## config.mk

```make
export PLATFORM = sky130hd
export DESIGN_NAME = aboe_exec
export DESIGN_NICKNAME = d
export VERILOG_FILES = /design/src/design/aboe_pkg.sv /design/src/design/aboe_nib_add.sv /design/src/design/aboe_exec.sv
export SDC_FILE = /design/constraint.sdc
export NUM_CORES = 1
export LEC_CHECK = 0
export BUFFER_PORTS_ARGS = -buffer_cell sky130_fd_sc_hd__buf_4
export CAP_MARGIN = 15
export CORE_ASPECT_RATIO = 1.4
export CORE_UTILIZATION = 50
export DETAILED_ROUTE_END_ITERATION = 10
export HOLD_SLACK_MARGIN = 0.02
export PLACE_DENSITY = 0.78
export SLEW_MARGIN = 5
export SYNTH_ARGS = -nofsm -noshare
export SYNTH_HDL_FRONTEND = slang
export SYNTH_SLANG_ARGS = --single-unit
```

## constraint.sdc

```tcl
create_clock -name clk -period 9.4 [get_ports clk]
set_input_delay 0.94 -clock clk [delete_from_list [all_inputs] [get_ports clk]]
set_output_delay 0.94 -clock clk [all_outputs]
set_load 0.02 [all_outputs]
```

## src/design/aboe_pkg.sv

```systemverilog
// Shared types and constants for the accumulator and bit-operation execution block
package aboe_pkg;

	// ==========================================================
	// Widths and constants
	localparam int ABOE_DW = 8;
	localparam int ABOE_AW = 7;
	localparam int ABOE_BW = 3;
	localparam int ABOE_NW = 4;
	localparam logic DEST_ACC = 1'h0;
	localparam logic DEST_FILE = 1'h1;
	localparam logic [ABOE_DW-1:0] ACC_RST = 8'h00;
	localparam logic [ABOE_DW-1:0] ZERO_BYTE = 8'h00;
	localparam logic [ABOE_DW-1:0] ONE_HOT_LSB = 8'h01;
	localparam logic [ABOE_AW-1:0] ADDR_RST = 7'h00;
	localparam logic FLAG_RST = 1'h0;

	// ==========================================================
	// Operations executed by this block
	typedef enum logic [2:0] {
		OP_ADD_LIT = 3'h0,
		OP_ADD_FILE = 3'h1,
		OP_AND_LIT = 3'h2,
		OP_AND_FILE = 3'h3,
		OP_CLR_BIT = 3'h4,
		OP_SET_BIT = 3'h5,
		OP_SKIP_LOW = 3'h6,
		OP_SKIP_HIGH = 3'h7
	} aboe_op_e;

	// Slot state: normal execution or the substituted idle slot
	typedef enum logic {
		ST_RUN = 1'h0,
		ST_IDLE = 1'h1
	} aboe_state_e;

	// Decoded instruction from the core
	typedef struct packed {
		logic valid;
		aboe_op_e op;
		logic [ABOE_DW-1:0] lit;
		logic [ABOE_AW-1:0] addr;
		logic dest;
		logic [ABOE_BW-1:0] bit_idx;
	} aboe_req_s;

	// Write-back toward the register file
	typedef struct packed {
		logic en;
		logic [ABOE_AW-1:0] addr;
		logic [ABOE_DW-1:0] data;
	} aboe_fwr_s;

endpackage : aboe_pkg

```

## src/design/aboe_nib_add.sv

```systemverilog
// Four-bit adder slice with carry in and carry out
`timescale 1ns/1ps
`default_nettype none
module aboe_nib_add
	import aboe_pkg::*;
(
	input wire logic [ABOE_NW-1:0] a, // First addend
	input wire logic [ABOE_NW-1:0] b, // Second addend
	input wire logic ci, // Carry in
	output logic [ABOE_NW-1:0] s, // Sum
	output logic co // Carry out of the top bit
);
	// ==========================================================
	// Sum with one extra bit to catch the carry
	assign {co, s} = {1'h0, a} + {1'h0, b} + {4'h0, ci};
endmodule : aboe_nib_add
`default_nettype wire

```

## src/design/aboe_exec.sv

```systemverilog
// Execution datapath for add, AND, bit clear/set and bit-test skip instructions
`timescale 1ns/1ps
`default_nettype none
module aboe_exec
	import aboe_pkg::*;
(
	input wire logic clk, // Core clock, 100 MHz
	input wire logic sys_rst, // Synchronous reset, active high
	input wire aboe_req_s req, // Decoded instruction, one per cycle
	input wire logic [ABOE_DW-1:0] file_rd_data, // Register file read of req.addr
	input wire logic port_sel, // req.addr is an I/O port register
	input wire logic [ABOE_DW-1:0] port_pins, // Asynchronous pin levels of that port
	input wire logic timer_zero_sel, // req.addr is timer_zero_count
	input wire logic prescaler_to_timer, // Prescaler assigned to timer zero
	output logic [ABOE_DW-1:0] acc, // Accumulator
	output logic carry_flag, // Carry
	output logic half_carry_flag, // Half carry
	output logic zero_flag, // Zero
	output aboe_fwr_s file_wr, // Register file write, one-cycle pulse
	output logic prescaler_clr, // Prescaler clear, one-cycle pulse
	output logic idle_slot, // Discarded instruction slot, one-cycle pulse
	output logic retire // Instruction executed, one-cycle pulse
);
	// ==========================================================
	// State
	aboe_state_e state_r, state_nxt;
	logic [ABOE_DW-1:0] acc_r, acc_nxt;
	logic carry_r, carry_nxt, hc_r, hc_nxt, zero_r, zero_nxt;
	aboe_fwr_s fwr_r, fwr_nxt;
	logic psc_r, idle_r, retire_r;
	logic [ABOE_DW-1:0] pin_meta_r, pin_sync_r;

	// ==========================================================
	// Pin synchroniser; the first stage feeds only the second
	always_ff @(posedge clk) begin
		if (sys_rst) begin
			pin_meta_r <= ZERO_BYTE;
			pin_sync_r <= ZERO_BYTE;
		end else begin
			pin_meta_r <= port_pins;
			pin_sync_r <= pin_meta_r;
		end
	end

	// ==========================================================
	// Decode; a request during the idle slot is dropped here
	wire issue = req.valid && (state_r == ST_RUN);
	wire op_add_lit = req.op == OP_ADD_LIT;
	wire op_add_file = req.op == OP_ADD_FILE;
	wire op_and_lit = req.op == OP_AND_LIT;
	wire op_and_file = req.op == OP_AND_FILE;
	wire op_clr = req.op == OP_CLR_BIT;
	wire op_set = req.op == OP_SET_BIT;
	wire op_add = op_add_lit || op_add_file;
	wire op_and = op_and_lit || op_and_file;
	wire op_lit = op_add_lit || op_and_lit;
	wire op_file_alu = op_add_file || op_and_file;

	// pins as operand
	// Operand from the pins, so an input held low outside reads low here
	wire [ABOE_DW-1:0] file_opnd = port_sel ? pin_sync_r : file_rd_data;
	wire [ABOE_DW-1:0] src = op_lit ? req.lit : file_opnd;

	// carry from bits 3 and 7
	// Split adder exposes the nibble carry without a second adder
	wire [ABOE_NW-1:0] sum_lo, sum_hi;
	wire c3, c7;
	aboe_nib_add u_add_lo (
		.a(acc_r[ABOE_NW-1:0]),
		.b(src[ABOE_NW-1:0]),
		.ci(1'h0),
		.s(sum_lo),
		.co(c3)
	);
	aboe_nib_add u_add_hi (
		.a(acc_r[ABOE_DW-1:ABOE_NW]),
		.b(src[ABOE_DW-1:ABOE_NW]),
		.ci(c3),
		.s(sum_hi),
		.co(c7)
	);

	// Bit mask and result selection
	wire [ABOE_DW-1:0] bit_mask = ONE_HOT_LSB << req.bit_idx;
	wire [ABOE_DW-1:0] alu_res = op_add ? {sum_hi, sum_lo} : (acc_r & src);
	wire [ABOE_DW-1:0] bit_res = op_set ? (file_opnd | bit_mask) : (file_opnd & ~bit_mask);

	wire to_acc = op_lit || (op_file_alu && req.dest == DEST_ACC);
	wire to_file = (op_file_alu && req.dest == DEST_FILE) || op_clr || op_set;

	wire tested = file_opnd[req.bit_idx];
	wire skip_take = (req.op == OP_SKIP_LOW && !tested) || (req.op == OP_SKIP_HIGH && tested);

	// ==========================================================
	// Next-state logic
	always_comb begin
		state_nxt = ST_RUN;
		acc_nxt = acc_r;
		carry_nxt = carry_r;
		hc_nxt = hc_r;
		zero_nxt = zero_r;
		fwr_nxt = '{en: 1'h0, addr: req.addr, data: alu_res};
		case (state_r)
			ST_RUN: begin
				if (req.valid) begin
					if (to_acc) begin
						acc_nxt = alu_res;
					end
					fwr_nxt.en = to_file;
					fwr_nxt.data = (op_clr || op_set) ? bit_res : alu_res;
					if (op_add || op_and) begin
						zero_nxt = (alu_res == ZERO_BYTE);
					end
					if (op_add) begin
						carry_nxt = c7;
						hc_nxt = c3;
					end
					// taken skip adds one idle slot
					if (skip_take) begin
						state_nxt = ST_IDLE;
					end
				end
			end
			ST_IDLE: begin
				state_nxt = ST_RUN;
			end
			default: begin
				state_nxt = ST_RUN;
			end
		endcase
	end

	// ==========================================================
	// Registers; all outputs come from here
	always_ff @(posedge clk) begin
		if (sys_rst) begin
			state_r <= ST_RUN;
			acc_r <= ACC_RST;
			carry_r <= FLAG_RST;
			hc_r <= FLAG_RST;
			zero_r <= FLAG_RST;
			fwr_r <= '{en: FLAG_RST, addr: ADDR_RST, data: ZERO_BYTE};
			psc_r <= FLAG_RST;
			idle_r <= FLAG_RST;
			retire_r <= FLAG_RST;
		end else begin
			state_r <= state_nxt;
			acc_r <= acc_nxt;
			carry_r <= carry_nxt;
			hc_r <= hc_nxt;
			zero_r <= zero_nxt;
			fwr_r <= fwr_nxt;
			psc_r <= issue && to_file && timer_zero_sel && prescaler_to_timer;
			idle_r <= issue && skip_take;
			retire_r <= issue;
		end
	end

	assign acc = acc_r;
	assign carry_flag = carry_r;
	assign half_carry_flag = hc_r;
	assign zero_flag = zero_r;
	assign file_wr = fwr_r;
	assign prescaler_clr = psc_r;
	assign idle_slot = idle_r;
	assign retire = retire_r;

	// ==========================================================
	// Assertions
	property p_add_lit;
		@(posedge clk) disable iff (sys_rst)
		(issue && op_add_lit) |=> acc_r == 8'($past(acc_r) + $past(req.lit));
	endproperty
	a_add_lit: assert property (p_add_lit) else $error("add literal result wrong");

	property p_add_file;
		@(posedge clk) disable iff (sys_rst)
		(issue && op_add_file && req.dest == DEST_FILE && !port_sel)
		|=> fwr_r.en && fwr_r.data == 8'($past(acc_r) + $past(file_rd_data));
	endproperty
	a_add_file: assert property (p_add_file) else $error("add file write-back wrong");

	property p_and_lit;
		@(posedge clk) disable iff (sys_rst)
		(issue && op_and_lit) |=> acc_r == ($past(acc_r) & $past(req.lit))
			&& $stable(carry_r) && $stable(hc_r);
	endproperty
	a_and_lit: assert property (p_and_lit) else $error("and literal wrong or flags moved");

	property p_and_file_acc;
		@(posedge clk) disable iff (sys_rst)
		(issue && op_and_file && req.dest == DEST_ACC && !port_sel)
		|=> !fwr_r.en && acc_r == ($past(acc_r) & $past(file_rd_data));
	endproperty
	a_and_file_acc: assert property (p_and_file_acc) else $error("and to accumulator wrong");

	property p_bit_ops;
		@(posedge clk) disable iff (sys_rst)
		(issue && (op_clr || op_set)) |=> fwr_r.en && $stable(acc_r) && $stable(zero_r)
			&& fwr_r.data[$past(req.bit_idx)] == $past(op_set);
	endproperty
	a_bit_ops: assert property (p_bit_ops) else $error("bit clear or set wrong");

	property p_skip;
		@(posedge clk) disable iff (sys_rst)
		(issue && skip_take) |=> idle_slot && retire ##1 !idle_slot && !retire;
	endproperty
	a_skip: assert property (p_skip) else $error("taken skip idle slot wrong");

	property p_no_skip;
		@(posedge clk) disable iff (sys_rst)
		(issue && (req.op == OP_SKIP_HIGH) && !tested) |=> !idle_slot && state_r == ST_RUN;
	endproperty
	a_no_skip: assert property (p_no_skip) else $error("untaken skip stalled");

	property p_prescaler;
		@(posedge clk) disable iff (sys_rst)
		(issue && to_file && timer_zero_sel && prescaler_to_timer) |=> prescaler_clr;
	endproperty
	a_prescaler: assert property (p_prescaler) else $error("prescaler not cleared");

	property p_zero;
		@(posedge clk) disable iff (sys_rst)
		(issue && (op_add || op_and)) |=> zero_r == ($past(alu_res) == ZERO_BYTE);
	endproperty
	a_zero: assert property (p_zero) else $error("zero flag wrong");

	property p_single;
		@(posedge clk) disable iff (sys_rst)
		(issue && !skip_take) |=> retire && state_r == ST_RUN;
	endproperty
	a_single: assert property (p_single) else $error("instruction not single cycle");
endmodule : aboe_exec
`default_nettype wire

```

; After elaboration in Yosys (flattened, before gate mapping)
; Index checks and enable logic that the tools add are counted.
[word_totals]
wordCells = 70
latchBits = 0
mem_bits_ro = 0
out_inout_bits = 30
memories = 0
reg_bits = 47
ram_bits = 0
[op_classes]
shifts = 1
n_mul = 0
muxes = 12
bitwise_logic = 7
n_addsub = 3
magnitude_cmp = 1
n_reduce_logical = 26
eq_ne = 7
n_div = 0
[ops]
columns = operator, count
row1 = $mux 8, 7
row2 = $and 8x8->8, 2
row3 = $eq 3x3->1 const B, 4
row4 = $add 4x4->5, 2
row5 = $logic_or 1x1->1, 10
row6 = $logic_and 1x1->1, 9
row7 = $reduce_and 3->1, 3
row8 = $logic_not 8->1, 1
row9 = $not 8->8, 1
row10 = $or 8x8->8, 1
row11 = $shl 1x3->8 const A, 1
row12 = $eq 3x2->1 const B, 2
row13 = $add 5x1->5, 1
row14 = $lt 3x4->1 const B, 1
row15 = $bmux 1 s3, 1
row16 = $eq 3x1->1 const B, 1
row17 = $logic_not 3->1, 1
row18 = $mux 1, 3
row19 = $not 1->1, 3
row20 = $reduce_or 3->1, 1
row21 = $pmux 1 s2, 1
row22 = $logic_not 1->1, 1

; Longest topological paths before layout
[logic_depth]
word_depth = 9
ltp_mapped = 19
ltp_nobuf = 17

; Hierarchy
; Synthesis repeated with hierarchy kept, for this count alone.
[unflattened]
cells_unflattened = 256
hier_area_um2 = 2383.5
[modules_own_cells]
columns = mod, instances, seq_area_each_um2, area_each_um2, cells_per_inst
row1 = aboe_exec, 1, 940.9, 2095.8, 224
row2 = aboe_nib_add, 2, 0.0, 143.9, 16

; Worst setup path after synthesis
; Ideal clock, no wire load.
[synth_path]
kind = input port to flip-flop
startpoint = in req[21] (netlist bit)
endpoint = reg zero_r, in the netlist zero_flag
t_arrival_ns = 4.015
path_buffers = 2
stages = 18
setup_ns = 0.071
slack_ns = 5.314
cell_sequence = or2_2 > clkbuf_1 > clkbuf_1 > a21oi_1 > ha_1 > inv_1 > fa_1 > inv_1 > a21o_1 > a21oi_1 > fa_1 > inv_1 > fa_1 > nor2_1 > nand4_1 > a21oi_1 > nand4_1 > a21oi_1
[synth_between]
elab_chain_len = 7
[synth_lines]
columns = element, line_no
row1 = "start, declared", aboe_exec.sv:9  ; input wire aboe_req_s req,
row2 = $eq 3x2->1 or $logic_not 3->1 (tied branches), "aboe_exec.sv:50, aboe_exec.sv:48"
row3 = $logic_or 1x1->1, aboe_exec.sv:56  ; wire op_lit = op_add_lit || op_and_lit;
row4 = $mux 8, aboe_exec.sv:62  ; wire [ABOE_DW-1:0] src = op_lit ? req.lit : file_opnd;
row5 = $add 4x4->5, aboe_nib_add.sv:15  ; assign {co, s} = {1'h0, a} + {1'h0, b} + {4'h0, ci};
row6 = $add 5x1->5, aboe_nib_add.sv:15
row7 = $mux 8, aboe_exec.sv:85  ; wire [ABOE_DW-1:0] alu_res = op_add ? {sum_hi, sum_lo} : (acc_r & src);
row8 = $logic_not 8->1, aboe_exec.sv:112  ; zero_nxt = (alu_res == ZERO_BYTE);
row9 = "end signal, assigned", aboe_exec.sv:151  ; zero_r <= zero_nxt;
row10 = "end, declared", aboe_exec.sv:28  ; logic carry_r, carry_nxt, hc_r, hc_nxt, zero_r, zero_nxt;
; Several ways; a longest one is shown, not always the timed one.
; A chain may end at the register's enable or synchronous reset.

; Worst setup path after layout
; Same ends and word-level chain as after synthesis.

==> summary.txt <==
Power and ir drop
  • Peak supply drop: 0.000121 V
  • Power per cell area: between 150 and 200 nW/um2
  • Total leakage power: roughly 0.0013 uW

Worst setup path
  • Required arrival time at the worst endpoint: roughly 9.6 ns
  • Worst R2R End: zero_flag$_SDFFE_PP0P_
  • R2r setup slk: 6.17 ns
  • Crit Path Class: primary input to flip-flop
  • Critical Path Start Type: primary input
  • Crit. End Element: flip-flop
  • Worst r2r path cells: 16
  • Worst flop-to-flop path startpoint: pin_sync_r[0]$_SDFF_PP0_
  • Critical path peak fanout: 16
  • Arrival time of the worst setup path: 4.24 ns

Timing
  • Count of endpoints failing hold in the final timing report: 0
  • RSZ-0062 raised after global routing: false
  • Transition time at the pin with the least slew margin: 0.770 ns
  • Final-report setup violation count: 0
  • Period Utilization, post-route: roughly 43%
  • Final number of max-transition violations: 0
  • Achievable frequency: 250 MHz
  • Max Clock Skew: 0.00637 ns
  • Post-route setup slack: 5.40 ns
  • Shortest clock period the worst path allows after layout: 4.00 ns
  • Total Neg Setup Slack: 0 ns
  • Headroom to the max-slew limit: between 40 and 50%

Routing
  • Met1 wire length: roughly 2200 um
  • Total via count after detailed routing: roughly 2,000
  • Drt first pass iters: 4
  • Aggregate routed wire length: 5560 um
  • Detail Route met3 WL: roughly 330 um
  • Antenna Nets Post-Route: 0
  • DRC Markers: 0
  • Average via count per standard cell: between 5 and 6
  • Wire length per cell: 14.8 um
  • Number of DRC markers after the initial detailed-route iteration: 99
  • Met2 WL: about 2900 um
  • Topmost layer with routed signal wires: met4

Floorplan
  • I/O Pins: 74
  • Initial standard-cell utilization of the core: roughly half
  • Die span in x: between 50 and 60 um
  • Core region area: about 4500 um2
  • Floorplan row count: 29
  • Full die area: about 5000 um2
  • Die extent in y: just over 80 um

Synth
  • Count of different cell masters after synthesis: 40
  • Number of nets in the synthesized netlist: between 300 and 400
  • Seq cells post-synth: 47
  • Predominant post-synthesis flop cell: sky130_fd_sc_hd__dfxtp_1
  • Async S/R FF share, synth: 0%
  • Area share of the largest cell type after synthesis: around two fifths
  • Combinational family with the most area after synthesis: simple AND/OR/NAND/NOR gates
  • Fraction of synthesized area in multiplexers: between 10% and 20%
  • Post-synth EDFFs: 0
  • Adder-cell share of the synthesized area: under 10%
  • Share of the synthesized netlist area taken by xor and xnor gates: between 1 and 1.5%
  • Simple-gate share of the synthesized area: approximately a fifth
  • Mapped Area: approximately 2400 um2
  • Part of the Yosys area used for sequential elements: 40.0%
  • Largest area contributor in the netlist: sky130_fd_sc_hd__dfxtp_1
  • Synthesized-area fraction occupied by ao, oa, aoi and oai cells: between 15 and 20%
  • Gate count after technology mapping: 250
  • Synth area leaders: sky130_fd_sc_hd__dfxtp_1, sky130_fd_sc_hd__nor2b_1, sky130_fd_sc_hd__nor2_1
  • Mean Syn Cell Area: ~9.4 um2
  • Yosys warns: 0

Layout
  • Synth-to-layout area growth: 26.9%
  • Top library cells by usage in the layout, fill and taps aside: sky130_fd_sc_hd__buf_4, sky130_fd_sc_hd__dfxtp_1, sky130_fd_sc_hd__nor2_1, sky130_fd_sc_hd__nor2b_1
  • Ratio of cells with drive above 1 in the final layout: roughly 28%
  • Final instance count without filler cells: about 380
  • Total Nets Final: around 370
  • Total inserted antenna cells: 0
  • Most common cell after layout, fill and taps aside: sky130_fd_sc_hd__buf_4

Worst hold path
  • Endpoint of the worst hold path: pin_sync_r[2]$_SDFF_PP0_
  • Hold Crit Class: flip-flop to flip-flop
  • Cell depth of the worst hold path: 1
  • Startpoint of the worst hold path: pin_meta_r[2]$_SDFF_PP0_

Clock network
  • Sinks on the clock net: 47
  • TritonCTS clock tree: built
  • Later-pin clock latency in the skew report: about 0.30 ns
  • Post_cts resized: 0
  • # Post-CTS Setup Buffers: 0
  • Maximum level of the CTS H-tree: 2
  • Cell chosen for the clock root: sky130_fd_sc_hd__clkbuf_8
  • Clock edge transition at the registers on the reported setup and hold paths: ~0.090 ns
  • Number of buffers added to fix hold violations after cts: 0
  • Max Buffers Root-to-Sink: 2
  • Total CTS buffers: 5

Global routing
  • Number of antenna violations at the first check in global routing: 0
  • Via count of the first global-routing pass: 1,896
  • Pin count of the biggest net entering global routing: between 40 and 50
  • Total routing usage reported by global routing: between 20% and 30%
  • Wire length of the first global-routing pass: ~9000 um
  • Remaining Overflow, GRT: 0

Status
  • Status: finished clean

Placement
  • Placed Instances: approximately 370
  • Dpl ws: about 5.1 ns
  • Final weighted congestion in routability-driven placement: around 0.92
  • PortBufs: between 70 and 80
  • Post-DP HPWL: around 4400 um

Flow run
  • Max-Cap Viols: 0
## registers in the layout, indices dropped and copies added (netlist names)
signal and cells:
pin_sync_r 8, file_wr 16, retire 1, half_carry_flag 1, prescaler_clr 1, pin_meta_r 8
state_r 1, idle_slot 1, zero_flag 1, carry_flag 1, acc 8
## synth_stat cells, types with 2 or more instances
library cell,instances
sky130_fd_sc_hd__o21a_1,3
sky130_fd_sc_hd__clkbuf_1,8
sky130_fd_sc_hd__xor2_1,2
sky130_fd_sc_hd__nand3b_1,2
sky130_fd_sc_hd__buf_2,6
sky130_fd_sc_hd__dfxtp_1,47
sky130_fd_sc_hd__nor3b_1,5
sky130_fd_sc_hd__nor2_1,35
sky130_fd_sc_hd__nand4_1,2
sky130_fd_sc_hd__buf_6,2
sky130_fd_sc_hd__or4b_1,2
sky130_fd_sc_hd__nand2b_1,3
sky130_fd_sc_hd__a21o_1,2
sky130_fd_sc_hd__nand2_1,7
sky130_fd_sc_hd__fa_1,3
sky130_fd_sc_hd__mux4_1,2
sky130_fd_sc_hd__inv_1,8
sky130_fd_sc_hd__ha_1,8
sky130_fd_sc_hd__nor3_1,2
sky130_fd_sc_hd__nor4_1,2
sky130_fd_sc_hd__a211oi_1,17
sky130_fd_sc_hd__mux2i_1,13
sky130_fd_sc_hd__a311oi_1,5
sky130_fd_sc_hd__nand3_1,2
sky130_fd_sc_hd__nor2b_1,25
sky130_fd_sc_hd__a21oi_1,17
sky130_fd_sc_hd__mux4_2,3
sky130_fd_sc_hd__o21ai_0,5
## through the flow
step | total power (uW) | cell area, um2 | utilization (%) | hold slack, ns
6_report | 449 | 2990 | 65.8 | 0.439
5_1_grt | 471 | 2990 | 65.8 | 0.465
4_1_cts | 452 | 2990 | 65.8 | 0.444
3_5_place_dp | 321 | 2880 | 63.6 | 0.424
3_3_place_gp | 320 | 2880 | 63.6 | 0.417
2_1_floorplan | 283 | 2350 | - | 0.414
## final cells by class
type / instances / area (um2)
fillers: 404 / 1550
well taps: 62 / 77.6
flip-flops and latches: 47 / 941
repair buffers: 73 / 548
inverters: 8 / 30.0
clock buffers: 7 / 96.3
clock inverters: 1 / 7.51
multi-input cells: 178 / 1290
## cells by family after synthesis
logic type,after synthesis
AND/OR/NAND/NOR,92
AO/OA/AOI/OAI,54
flip-flops,47
buffers and inverters,25
multiplexers,18
adder cells (fa/ha/maj),11
XOR/XNOR,3
## worst max-delay path by stage
stage | startpoint | to | slack [ns] | cells after the start
floorplan | req[21] | zero_flag$_SDFFE_PP0P_ | 5.31 | 18
global placement | req[19] | zero_flag$_SDFFE_PP0P_ | 5.23 | 17
detailed placement | req[19] | zero_flag$_SDFFE_PP0P_ | 5.12 | 17
CTS | req[19] | zero_flag$_SDFFE_PP0P_ | 5.42 | 17
global route | req[19] | zero_flag$_SDFFE_PP0P_ | 5.16 | 18
finish | req[21] | zero_flag$_SDFFE_PP0P_ | 5.40 | 17
## critical path, stage by stage
cell,delay (ns)
sky130_fd_sc_hd__buf_4,0.15
sky130_fd_sc_hd__or2_2,0.42
sky130_fd_sc_hd__a21oi_1,0.18
sky130_fd_sc_hd__ha_1,0.24
sky130_fd_sc_hd__inv_1,0.07
sky130_fd_sc_hd__fa_1,0.39
sky130_fd_sc_hd__inv_1,0.07
sky130_fd_sc_hd__a21o_1,0.10
sky130_fd_sc_hd__a21oi_1,0.10
sky130_fd_sc_hd__fa_1,0.40
sky130_fd_sc_hd__inv_1,0.08
sky130_fd_sc_hd__fa_1,0.42
sky130_fd_sc_hd__nor2_1,0.12
sky130_fd_sc_hd__nand4_1,0.10
sky130_fd_sc_hd__a21oi_1,0.16
sky130_fd_sc_hd__nand4_1,0.11
sky130_fd_sc_hd__a21oi_1,0.17
## per-layer routing
layer,up-vias,track usage [%]
met4,0,9.30
li1,1007,-
met5,-,0
met2,81,40.7
met3,14,4.36
met1,921,27.2
## where the power goes
group,total [uW],switching (uW),internal [uW]
clock network,133,65.8,66.9
logic,101,54.1,47.3
registers,215,4.88,210
total,449,125,324
Power figures use the tool's default switching activity.
